$ cat src/adcp_consts.svh
// Constants for the control-word write path and power-mode controller of the converter.
// Operation
// - Word mode takes all twelve control bits in one write, line zero lowest.
// - Byte mode builds the twelve-bit word from two writes on lines zero to seven.
// - In byte mode line eight is high byte enable; line zero becomes bit eight.
// - Write data enters the control register at the write strobe rising edge.
// - A write happens only while chip select and write strobe are both low.
// - Two power bits select normal, autoshutdown, autostandby or full shutdown.
// - Reset sets the power bits to normal, fully powered at all times.
// - After reset track-and-hold holds until the first convert-start rising edge.
// - Autoshutdown powers everything down and holds at each conversion end.
// - Convert-start rising edge wakes from autoshutdown to track; host waits ten ms.
// - Autostandby keeps only the reference powered and holds at conversion end.
// - Convert-start rising edge wakes from standby; host waits 600 ns or 7 us.
// - Writing full shutdown powers down and holds at the write strobe end.
// - Writing normal from full shutdown powers up and tracks; host waits ten ms.
// - Convert-start falling edge starts a conversion; busy high until it ends.
`ifndef ADCP_CONSTS_SVH
`define ADCP_CONSTS_SVH

`define ADCP_WORD_W          12
`define ADCP_LOW_BYTE_W      8
`define ADCP_HIGH_NIB_W      4
`define ADCP_PM_HI_POS       11
`define ADCP_PM_LO_POS       10
`define ADCP_CTRL_RESET      12'h000
`define ADCP_CLK_NS          10
`define ADCP_T_SHDN_WAKE_NS  10000000
`define ADCP_T_STBY_INT_NS   7000
`define ADCP_T_STBY_EXT_NS   600
`define ADCP_CONV_CYCLES     14
`define ADCP_WAKE_W          20

`endif

$ cat src/adcp_pkg.sv
// Types shared by the control-word write path and power-mode controller.
package adcp_pkg;

    typedef enum logic [3:0] {
        ST_ACTIVE   = 4'h1,
        ST_SHUTDOWN = 4'h2,
        ST_STANDBY  = 4'h4,
        ST_FULL_OFF = 4'h8
    } adcp_pstate_t;

    typedef enum logic [1:0] {
        PM_NORMAL    = 2'h0,
        PM_AUTO_SHDN = 2'h1,
        PM_AUTO_STBY = 2'h2,
        PM_FULL_SHDN = 2'h3
    } adcp_pmode_t;

endpackage : adcp_pkg

$ cat src/adcp_wake_if.sv
// Interface between the power controller and its power-up wait timer.
`timescale 1ns/100ps
interface adcp_wake_if #(
    parameter int W = 20
);
    logic         start;
    logic [W-1:0] cycles;
    logic         busy;

    modport ctrl  (output start, output cycles, input busy);
    modport timer (input start, input cycles, output busy);
endinterface : adcp_wake_if

$ cat src/adcp_ctrl_power.sv
// Control-word write path and power-mode controller of the converter.
`timescale 1ns/100ps
`include "adcp_consts.svh"
module adcp_ctrl_power #(
    parameter int CONV_CYCLES      = `ADCP_CONV_CYCLES,
    parameter int WAKE_W           = `ADCP_WAKE_W,
    parameter int SHDN_WAKE_CYCLES = (`ADCP_T_SHDN_WAKE_NS + `ADCP_CLK_NS - 1) / `ADCP_CLK_NS
) (
    // Clock and reset.
    input  wire logic                  core_clk,
    input  wire logic                  reset_n,
    // Parallel host write pins.
    input  wire logic                  cs_n,
    input  wire logic                  wr_n,
    input  wire logic                  word_sel,
    input  wire logic [7:0]            data_lines_lo,
    input  wire logic                  data8_or_byte_sel_line,
    input  wire logic [2:0]            data_lines_hi,
    // Conversion control pins.
    input  wire logic                  convert_start_n,
    input  wire logic                  ref_is_external,
    // Conversion and power status.
    output logic                       busy,
    output logic                       track_mode,
    output logic                       core_powered,
    output logic                       ref_powered,
    output logic                       powerup_pending,
    output adcp_pkg::adcp_pstate_t     power_state,
    output logic [`ADCP_WORD_W-1:0]    ctrl_word
);

    // ****************************************************************
    // Derived counts and parameter checks.
    // ****************************************************************

    localparam int STBY_INT_CYCLES = (`ADCP_T_STBY_INT_NS + `ADCP_CLK_NS - 1) / `ADCP_CLK_NS;
    localparam int STBY_EXT_CYCLES = (`ADCP_T_STBY_EXT_NS + `ADCP_CLK_NS - 1) / `ADCP_CLK_NS;
    localparam int CW              = $clog2(CONV_CYCLES + 1);
    localparam int SW              = 1 + 1 + 1 + 1 + 1 + `ADCP_WORD_W;

    initial begin
        if (CONV_CYCLES < 1) begin
            $error("adcp_ctrl_power: conversion length must be at least one cycle");
        end
        if (SHDN_WAKE_CYCLES < 1 || SHDN_WAKE_CYCLES >= (1 << WAKE_W)) begin
            $error("adcp_ctrl_power: shutdown wake count does not fit the timer");
        end
        if (STBY_INT_CYCLES >= (1 << WAKE_W)) begin
            $error("adcp_ctrl_power: standby wake count does not fit the timer");
        end
    end

    // ****************************************************************
    // Pin synchronisation.
    // ****************************************************************

    logic [SW-1:0]           pins_raw;
    logic [SW-1:0]           pins_s;
    logic                    cs_n_s;
    logic                    wr_n_s;
    logic                    word_sel_s;
    logic                    convert_start_n_n_s;
    logic                    ref_ext_s;
    logic [`ADCP_WORD_W-1:0] data_s;

    assign pins_raw = {cs_n, wr_n, word_sel, convert_start_n, ref_is_external,
                       data_lines_hi, data8_or_byte_sel_line, data_lines_lo};

    adcp_sync #(
        .W   (SW),
        .RST ({1'b1, 1'b1, 1'b1, 1'b1, 1'b0, 12'h000})
    ) u_sync (
        .core_clk  (core_clk),
        .reset_n   (reset_n),
        .pins_in   (pins_raw),
        .pins_sync (pins_s)
    );

    assign {cs_n_s, wr_n_s, word_sel_s, convert_start_n_n_s, ref_ext_s, data_s} = pins_s;

    // ****************************************************************
    // Edge detection, suppressed until the synchroniser has filled.
    // ****************************************************************

    logic [1:0] settle_q;
    logic       settled;
    logic       convert_start_n_prev_q;
    logic       wr_act;
    logic       wr_act_q;
    logic       convert_start_n_rise;
    logic       convert_start_n_fall;
    logic       wr_end;

    assign settled = (settle_q == 2'h3);

    always_ff @(posedge core_clk) begin
        if (!reset_n) begin
            settle_q <= 2'h0;
        end else if (!settled) begin
            settle_q <= settle_q + 2'h1;
        end
    end

    assign wr_act = ~cs_n_s & ~wr_n_s;

    always_ff @(posedge core_clk) begin
        if (!reset_n) begin
            convert_start_n_prev_q <= 1'b1;
            wr_act_q      <= 1'b0;
        end else begin
            convert_start_n_prev_q <= convert_start_n_n_s;
            wr_act_q      <= wr_act;
        end
    end

    assign convert_start_n_rise = settled & ~convert_start_n_prev_q & convert_start_n_n_s;
    assign convert_start_n_fall = settled & convert_start_n_prev_q & ~convert_start_n_n_s;
    assign wr_end      = settled & wr_act_q & ~wr_act;

    // ****************************************************************
    // Write capture and control-word assembly.
    // ****************************************************************

    logic [`ADCP_WORD_W-1:0] cap_data_q;
    logic                    cap_word_q;
    logic [`ADCP_WORD_W-1:0] ctrl_q;
    logic                    commit_q;

    always_ff @(posedge core_clk) begin
        if (!reset_n) begin
            cap_data_q <= `ADCP_CTRL_RESET;
            cap_word_q <= 1'b1;
        end else if (wr_act) begin
            cap_data_q <= data_s;
            cap_word_q <= word_sel_s;
        end
    end

    always_ff @(posedge core_clk) begin
        if (!reset_n) begin
            ctrl_q <= `ADCP_CTRL_RESET;
        end else if (wr_end) begin
            if (cap_word_q) begin
                ctrl_q <= cap_data_q;
            end else if (cap_data_q[`ADCP_LOW_BYTE_W]) begin
                ctrl_q[`ADCP_WORD_W-1:`ADCP_LOW_BYTE_W] <= cap_data_q[`ADCP_HIGH_NIB_W-1:0];
            end else begin
                ctrl_q[`ADCP_LOW_BYTE_W-1:0] <= cap_data_q[`ADCP_LOW_BYTE_W-1:0];
            end
        end
    end

    always_ff @(posedge core_clk) begin
        if (!reset_n) begin
            commit_q <= 1'b0;
        end else begin
            commit_q <= wr_end;
        end
    end

    assign ctrl_word = ctrl_q;

    // ****************************************************************
    // Conversion timing.
    // ****************************************************************

    logic [CW-1:0] conv_cnt_q;
    logic          busy_q;
    logic          eoc_q;
    logic          conv_start;

    adcp_pkg::adcp_pstate_t state_q;

    assign conv_start = convert_start_n_fall & ~busy_q & (state_q == adcp_pkg::ST_ACTIVE);

    always_ff @(posedge core_clk) begin
        if (!reset_n) begin
            conv_cnt_q <= '0;
            busy_q     <= 1'b0;
        end else if (conv_start) begin
            conv_cnt_q <= CW'(CONV_CYCLES);
            busy_q     <= 1'b1;
        end else if (busy_q) begin
            conv_cnt_q <= conv_cnt_q - CW'(1);
            if (conv_cnt_q <= CW'(1)) begin
                busy_q <= 1'b0;
            end
        end
    end

    always_ff @(posedge core_clk) begin
        if (!reset_n) begin
            eoc_q <= 1'b0;
        end else begin
            eoc_q <= busy_q & (conv_cnt_q <= CW'(1)) & ~conv_start;
        end
    end

    assign busy = busy_q;

    // ****************************************************************
    // Power-mode events.
    // ****************************************************************

    adcp_pkg::adcp_pmode_t pm;
    logic                  go_full;
    logic                  leave_full;
    logic                  go_shdn;
    logic                  go_stby;
    logic                  wake_up;

    assign pm = adcp_pkg::adcp_pmode_t'({ctrl_q[`ADCP_PM_HI_POS], ctrl_q[`ADCP_PM_LO_POS]});

    assign go_full    = commit_q & (pm == adcp_pkg::PM_FULL_SHDN) & (state_q != adcp_pkg::ST_FULL_OFF);
    assign leave_full = commit_q & (pm != adcp_pkg::PM_FULL_SHDN) & (state_q == adcp_pkg::ST_FULL_OFF);
    assign go_shdn    = eoc_q & ~commit_q & (state_q == adcp_pkg::ST_ACTIVE) & (pm == adcp_pkg::PM_AUTO_SHDN);
    assign go_stby    = eoc_q & ~commit_q & (state_q == adcp_pkg::ST_ACTIVE) & (pm == adcp_pkg::PM_AUTO_STBY);
    assign wake_up    = convert_start_n_rise & ~commit_q
                      & ((state_q == adcp_pkg::ST_SHUTDOWN) | (state_q == adcp_pkg::ST_STANDBY));

    // ****************************************************************
    // Power state machine.
    // ****************************************************************

    // state sampled at writes and ends.
    always_ff @(posedge core_clk) begin
        if (!reset_n) begin
            state_q <= adcp_pkg::ST_ACTIVE;
        end else begin
            unique case (state_q)
                adcp_pkg::ST_ACTIVE: begin
                    if (go_full) begin
                        state_q <= adcp_pkg::ST_FULL_OFF;
                    end else if (go_shdn) begin
                        state_q <= adcp_pkg::ST_SHUTDOWN;
                    end else if (go_stby) begin
                        state_q <= adcp_pkg::ST_STANDBY;
                    end
                end
                adcp_pkg::ST_SHUTDOWN,
                adcp_pkg::ST_STANDBY: begin
                    if (go_full) begin
                        state_q <= adcp_pkg::ST_FULL_OFF;
                    end else if (wake_up) begin
                        state_q <= adcp_pkg::ST_ACTIVE;
                    end
                end
                adcp_pkg::ST_FULL_OFF: begin
                    if (leave_full) begin
                        state_q <= adcp_pkg::ST_ACTIVE;
                    end
                end
                default: begin
                    state_q <= adcp_pkg::ST_ACTIVE;
                end
            endcase
        end
    end

    assign power_state  = state_q;
    assign core_powered = (state_q == adcp_pkg::ST_ACTIVE);
    assign ref_powered  = (state_q == adcp_pkg::ST_ACTIVE) | (state_q == adcp_pkg::ST_STANDBY);

    // ****************************************************************
    // Track-and-hold control.
    // ****************************************************************

    logic track_q;

    always_ff @(posedge core_clk) begin
        if (!reset_n) begin
            track_q <= 1'b0;
        end else if (go_full) begin
            track_q <= 1'b0;
        end else if (leave_full) begin
            track_q <= 1'b1;
        end else if (go_shdn | go_stby) begin
            track_q <= 1'b0;
        end else if (eoc_q & (state_q == adcp_pkg::ST_ACTIVE)) begin
            track_q <= 1'b1;
        end else if (conv_start) begin
            track_q <= 1'b0;
        end else if (wake_up | (convert_start_n_rise & (state_q == adcp_pkg::ST_ACTIVE) & ~busy_q)) begin
            track_q <= 1'b1;
        end
    end

    assign track_mode = track_q;

    // ****************************************************************
    // Power-up wait timer.
    // ****************************************************************

    adcp_wake_if #(.W(WAKE_W)) wake ();

    logic              wake_start_q;
    logic [WAKE_W-1:0] wake_cycles_q;

    always_ff @(posedge core_clk) begin
        if (!reset_n) begin
            wake_start_q  <= 1'b0;
            wake_cycles_q <= '0;
        end else begin
            wake_start_q <= leave_full | wake_up;
            if (leave_full | (wake_up & (state_q == adcp_pkg::ST_SHUTDOWN))) begin
                wake_cycles_q <= WAKE_W'(SHDN_WAKE_CYCLES);
            end else if (ref_ext_s) begin
                wake_cycles_q <= WAKE_W'(STBY_EXT_CYCLES);
            end else begin
                wake_cycles_q <= WAKE_W'(STBY_INT_CYCLES);
            end
        end
    end

    assign wake.start  = wake_start_q;
    assign wake.cycles = wake_cycles_q;

    adcp_wake_timer #(
        .W (WAKE_W)
    ) u_wake (
        .core_clk (core_clk),
        .reset_n  (reset_n),
        .wake     (wake.timer)
    );

    assign powerup_pending = wake.busy | wake_start_q;

endmodule : adcp_ctrl_power

$ cat src/adcp_sync.sv
// Two-stage synchroniser for a group of pin inputs.
`timescale 1ns/100ps
module adcp_sync #(
    parameter int           W   = 1,
    parameter logic [W-1:0] RST = '0
) (
    // Clock and reset.
    input  wire logic         core_clk,
    input  wire logic         reset_n,
    // Pins and their synchronised copies.
    input  wire logic [W-1:0] pins_in,
    output logic      [W-1:0] pins_sync
);
    logic [W-1:0] stage1_q;

    always_ff @(posedge core_clk) begin
        if (!reset_n) begin
            stage1_q  <= RST;
            pins_sync <= RST;
        end else begin
            stage1_q  <= pins_in;
            pins_sync <= stage1_q;
        end
    end
endmodule : adcp_sync

$ cat src/adcp_wake_timer.sv
// Down-counter that measures the power-up wait after a wake.
`timescale 1ns/100ps
module adcp_wake_timer #(
    parameter int W = 20
) (
    // Clock and reset.
    input  wire logic   core_clk,
    input  wire logic   reset_n,
    // Start request, length and busy flag.
    adcp_wake_if.timer  wake
);
    logic [W-1:0] cnt_q;
    logic         busy_q;

    initial begin
        if (W < 2) begin
            $error("adcp_wake_timer: counter width too small");
        end
    end

    assign wake.busy = busy_q;

    always_ff @(posedge core_clk) begin
        if (!reset_n) begin
            cnt_q  <= '0;
            busy_q <= 1'b0;
        end else if (wake.start) begin
            cnt_q  <= wake.cycles;
            busy_q <= 1'b1;
        end else if (busy_q) begin
            cnt_q <= cnt_q - W'(1);
            if (cnt_q <= W'(1)) begin
                busy_q <= 1'b0;
            end
        end
    end
endmodule : adcp_wake_timer

$ cat config.mk
export PLATFORM = sky130hd
export DESIGN_NAME = adcp_ctrl_power
export DESIGN_NICKNAME = d
export VERILOG_FILES = /design/src/adcp_pkg.sv /design/src/adcp_wake_if.sv /design/src/adcp_ctrl_power.sv /design/src/adcp_sync.sv /design/src/adcp_wake_timer.sv
export VERILOG_INCLUDE_DIRS = /design/src
export SDC_FILE = /design/constraint.sdc
export NUM_CORES = 1
export LEC_CHECK = 0
export BUFFER_PORTS_ARGS = -buffer_cell sky130_fd_sc_hd__buf_2
export CAP_MARGIN = 20
export CORE_MARGIN = 8
export CORE_UTILIZATION = 44
export DETAILED_ROUTE_END_ITERATION = 12
export GPL_TIMING_DRIVEN = 0
export PLACE_DENSITY_LB_ADDON = 0.12
export SYNTH_ARGS = -nofsm -noshare
export SYNTH_HDL_FRONTEND = slang
export SYNTH_SLANG_ARGS = --single-unit
export TNS_END_PERCENT = 30
$ cat constraint.sdc
create_clock -name core_clk -period 4.3 [get_ports core_clk]
set_clock_uncertainty 0.2 [all_clocks]
set_input_delay 0 -clock core_clk [delete_from_list [all_inputs] [get_ports core_clk]]
set_output_delay 0 -clock core_clk [all_outputs]
set_load 0.005 [all_outputs]
# Word-level counts from Yosys, hierarchy flattened
# Cells that the tools add are included.
# W data, S select, Z words.
# totals
register_bits	117
inputBits	19
out_inout_bits	21
elab_cells	119
# op_classes
n_addsub	3
magnitude_cmp	2
n_eq_ne	14
n_mux	27
bitwise	41
n_reduce_logical	11
# op_table
operator	count
$mux W20	3
$mux W4	9
$and A1 B1 Y1	25
$le A20 B1 Y1 const B	1
$sub A20 B1 Y20 const B	1
$mux W12	1
$pmux W4 S3	1
$mux W1	11
$mux W10	1
$not A1 Y1	9
$mux W8	1
$reduce_or A2 Y1	4
$or A1 B1 Y1	7
$eq A2 B2 Y1 const B	3
$reduce_bool A2 Y1	3
$reduce_bool A5 Y1	1
$eq A4 B1 Y1 const B	1
$eq A4 B2 Y1 const B	1
$eq A4 B3 Y1 const B	1
$eq A4 B4 Y1 const B	1
$le A4 B1 Y1 const B	1
$ne A2 B2 Y1 const B	2
$ne A4 B1 Y1 const B	1
$ne A4 B4 Y1 const B	1
7 further kinds	8

# Logic depth before layout (Yosys ltp)
# logic_depth
ltp_word	11
depth_mapped	7
depth_no_buf	6

# By module
# From an unflattened synthesis, not the netlist that was laid out.
# hier_totals
hier_cells	428
hier_area_um2	4151.5
# by_module_without_submodules
module	instances	cells_per_inst	area_per_inst_um2	seq_area_each_um2
adcp_ctrl_power	1	220	2084.5	920.9
adcp_wake_timer	1	137	1153.6	420.4
adcp_sync	1	71	913.4	680.7

# Least setup slack after synthesis
# OpenSTA, ideal clock, no wires.
# synth_path
path_kind	reg-to-reg
from	reg u_wake.cnt_q[2]
to	reg u_wake.cnt_q[13]
setup_time_ps	121
arrival_ps	2054
required_time_ps	3979
path_slack_ps	1925
stages_incl_launch_ff	7
path_buffers	2
period_less_slack_ps	2375
path_cell_list	dfxtp_1 or4_4 buf_6 or3_4 buf_6 nor4_1 mux2_2
# synth_between
elab_chain_cells	3
# synth_rtl
element	line_no	rtl
from (decl)	adcp_wake_timer.sv:12	logic [W-1:0] cnt_q;
from (signal assigned)	adcp_wake_timer.sv:28	cnt_q <= wake.cycles;
from (signal assigned)	adcp_wake_timer.sv:31	cnt_q <= cnt_q - W'(1);
$sub A20 B1 Y20	adcp_wake_timer.sv:31	
$mux W20	adcp_wake_timer.sv:30	end else if (busy_q) begin
$mux W20	adcp_wake_timer.sv:27	end else if (wake.start) begin
# Every way passes these cells. The select of a mux whose other input is x is not followed.
# A chain may end at the register's enable or synchronous reset.

# Worst setup path after layout
# layout_path
from	reg state_q[0], in the netlist power_state[0]
to	reg track_q, in the netlist track_mode
# layout_between
elab_chain_cells	6
word_cells_on_any_way	24
classes_between	5 x eq/ne; 4 x mux; 13 x bitwise; 2 x reduce/logical
# layout_rtl
element	line_no	rtl
from (decl)	adcp_ctrl_power.sv:172	adcp_pkg::adcp_pstate_t state_q;
from (signal assigned)	adcp_ctrl_power.sv:228	state_q <= adcp_pkg::ST_ACTIVE;
from (signal assigned)	adcp_ctrl_power.sv:233	state_q <= adcp_pkg::ST_FULL_OFF;
from (signal assigned)	adcp_ctrl_power.sv:235	state_q <= adcp_pkg::ST_SHUTDOWN;
$eq A4 B1 Y1	n/a	
$and A1 B1 Y1 (on tied branches)	adcp_ctrl_power.sv:174, adcp_ctrl_power.sv:216, adcp_ctrl_power.sv:217	
$mux W1 (tied with other cells)	adcp_ctrl_power.sv:281	end else if (conv_start) begin
$mux W1 / $or A1 B1 Y1 (equally long branches)	adcp_ctrl_power.sv:279, adcp_ctrl_power.sv:277	
$mux W1	adcp_ctrl_power.sv:277	end else if (go_shdn | go_stby) begin
$mux W1	adcp_ctrl_power.sv:275	end else if (leave_full) begin
to (signal assigned)	adcp_ctrl_power.sv:276	track_q <= 1'b1;
to (signal assigned)	adcp_ctrl_power.sv:278	track_q <= 1'b0;
to (signal assigned)	adcp_ctrl_power.sv:280	track_q <= 1'b1;
to (decl)	adcp_ctrl_power.sv:268	logic track_q;
# Parallel ways exist; a longest one is shown, timed or not.

==> metrics.md <==
| Metric | Value |
|---|---|
| Status | `complete, no violations` |
| Congestion Overflow GR | `0` |
| Clk root buf | `clkbuf_8` |
| Startpoint Class | `register` |
| CTS tree | `done` |
| H-Tree Depth | `3` |
| Final setup vio count | `0` |
| CTS Buffer Depth | `2` |
| Number of synthesized flops with an enable pin | `0` |
| Max Cap Viol | `0` |
| Avg Inst Size Synth | `9.695 um2` |
| # DRC | `0` |
| Worst endpoint required time | `4370 ps` |
| Die H | `110.6 um` |
| Final WL | `7.608 mm` |
| Initial core utilization | `45.14%` |
| Synth async-reset ratio | `0%` |
| Synthesized area | `~4000 um2` |
| Post-synthesis sequential area ratio | `51.37%` |
| Critical-path top delay cell | `nor4b_1` |
| CTS buffer count | `9` |
| Global-route wire length before repair | `about 13 mm` |
| Placer Congestion | `0.7811` |
| Register area | `2022 um2` |
| YS warnings | `0` |
| Pin count of the biggest net entering global routing | `21` |
| Proportion of layout cells with a drive suffix above 1 | `13.18%` |
| Fin Setup TNS | `0 ps` |
| Flops & latches, synth | `101` |
| Post-CTS Setup Inserts | `0` |
| Vias in the first global route | `2,875` |
| Delay-heaviest family, CP | `simple AND/OR/NAND/NOR gates` |
| RSZ-0062 raised after global routing | `false` |
| Ant diodes | `0` |
| Synth top cells by count | `101 x dfxtp_1, 39 x nand2_1, 31 x and2_1` |
| Pwr Density | `361.6 nW/um2` |
| Worst path buffer plus inverter count | `1` |
| Cells after Synth | `approximately 410` |
| Synthesized Nets | `430` |
| Min Tclk post-route | `2747 ps` |
| Slew margin rel. | `27.33%` |
| Count leader, synth | `dfxtp_1` |
| Clock Latency Late Sink | `370 ps` |
| Router iterations before antenna repair | `5` |
| Reg clk slew, reported paths | `110 ps` |
| Layout fillers | `811` |
| Crit path max fanout | `9` |
| Area leader, netlist | `dfxtp_1` |
| Leakage | `about 1.9 nW` |
| Main flop type after synthesis | `dfxtp_1` |
| HP Class | `input pin to register` |
| Iter 0 DRT Violations | `91` |
| Max Fclk | `~0.36 GHz` |
| Die X | `110.6 um` |
| Multi-input logic area | `1772 um2` |
| Ranking of synthesized cells by area | `dfxtp_1 51%, and2_1 4.9%, nand2_1 3.7%` |
| GRT Util Overall | `12.52%` |
| Sink Count | `101` |
| IO Pins | `40` |
| Buffers on Ports | `38` |
| Antenna-violating nets left | `0` |
| Rows | `34` |
| Synth top area share | `51.37%` |
| Worst EP arrival | `2820 ps` |
| P&R area growth vs syn | `18.47%` |
| Peak supply drop | `0.0002723 V` |
| Ratio of final minimum period to clock period | `63.89%` |
| Worst slew pin tran | `1075 ps` |
| Crit. End Element | `register` |
| Worst setup path category | `register to register` |
| Synth unique cells | `52` |
| Nets | `497` |
| Max Slew Vio Count | `0` |
| Total Die Area | `12,230 um2` |
| Placeable Area | `8721 um2` |
| Routed len/inst | `about 13 um` |
| Pwr Total | `1.686 mW` |
| Via-to-Cell Ratio | `around 5` |
| Via count | `2,921` |
| Crit path largest cell delay | `910 ps` |
| Antenna violations before repair | `0` |
| Final Hold Fails | `0` |
| Crit-path cells | `clkbuf_1, nor4b_1, nand4_1, o211a_1, o311a_1` |
| DPL Wire Length | `5.421 mm` |
routing by layer:
metal	track usage (%)	wire length, um	vias up
met3	3.571	253	9
met2	21.54	3682	54
met5	0	0	-
met4	4.955	95	0
met1	14.22	3577	1321
li1	-	-	1537
worst min-delay path, delay by kind of cell:
kind	cells	cell delay, ps
simple gates	1	80
buf+inv	2	600
cells in the final DEF (no fill, tap or decap), drive strengths merged, types with 7 or more instances in the layout:
cell | synthesis | routed
dfxtp | 101 | 101
buf | 5 | 43
nand2 | 39 | 39
and2 | 32 | 32
clkbuf | 19 | 28
a21boi | 19 | 19
dlygate4sd3 | 0 | 18
nor2 | 17 | 17
inv | 10 | 15
a21oi | 13 | 13
mux2i | 12 | 12
nor2b | 12 | 12
nand2b | 12 | 12
xnor2 | 11 | 11
o21ai | 9 | 9
nor3 | 8 | 8
or4 | 8 | 8
nor4 | 7 | 7
cell type report:
cell class / count / share of cell area [%]
clock buffer: 9 / 2.656
timing repair buffer: 56 / 7.942
sequential: 101 / 43.36
tap: 108 / 2.898
multi-input combinational: 271 / 37.99
buffer: 24 / 2.254
clock inverter: 7 / 2.093
inverter: 10 / 0.8049
metrics by stage:
step	area (um2)	hold slack, ps	setup WS (ps)	util (%)	instances
finish	4663	132.0	1553	53.47	586
global route	4663	123.3	1505	53.47	586
CTS	4663	111.9	1629	53.47	586
detailed placement	4262	-16.17	1630	48.87	552
global placement	4262	-17.38	1711	48.87	552
floorplan	3936	-98.53	1925	-	406
power by group:
| group | internal, mW | switching, mW | leakage, nW |
|---|---|---|---|
| clock network | 0.290 | 0.357 | 0.113 |
| logic | 0.0408 | 0.0324 | 0.934 |
| registers | 0.958 | 0.00829 | 0.823 |
| total | 1.29 | 0.397 | 1.87 |
registers in the layout, indices dropped and copies added (netlist names), 2 cells and up:
name and flops:
u_wake.cnt_q 20, u_sync.pins_sync 17, u_sync.stage1_q 17, cap_data_q 12, ctrl_word 12, conv_cnt_q 4
power_state 4, wake.cycles 4, settle_q 2
worst paths after layout:
kind / start / end / slack [ps] / depth (start not counted)
worst max register to register: power_state[0]$_SDFFE_PN1P_ / track_mode$_SDFFE_PP0P_ / 1550 / 5
worst max-delay path: power_state[0]$_SDFFE_PN1P_ / track_mode$_SDFFE_PP0P_ / 1550 / 5
worst min register to register: u_sync.stage1_q[14]$_SDFF_PN1_ / u_sync.pins_sync[14]$_SDFF_PN1_ / 220 / 1
worst min-delay path: cs_n / u_sync.stage1_q[16]$_SDFF_PN1_ / 130 / 3
logic make-up (layout without fill, tap and decap cells):
group / count (synthesis) / after routing / share of synthesized area, %
flops: 101 / 101 / 51.37
compound gates: 72 / 72 / 12.81
buf+inv: 34 / 106 / 3.624
xor+xnor: 17 / 17 / 3.783
mux: 13 / 13 / 3.338
simple gates: 164 / 164 / 23.49
fa+ha+maj: 5 / 5 / 1.589
timing repair:
action | in CTS | in global routing
resized for setup | 0 | 0
hold buffers | 18 | 0
hold endpoints to repair | 24 | 0
endpoints found under the setup margin | 0 | 0
No activity file was read; power rests on OpenSTA's default activity.
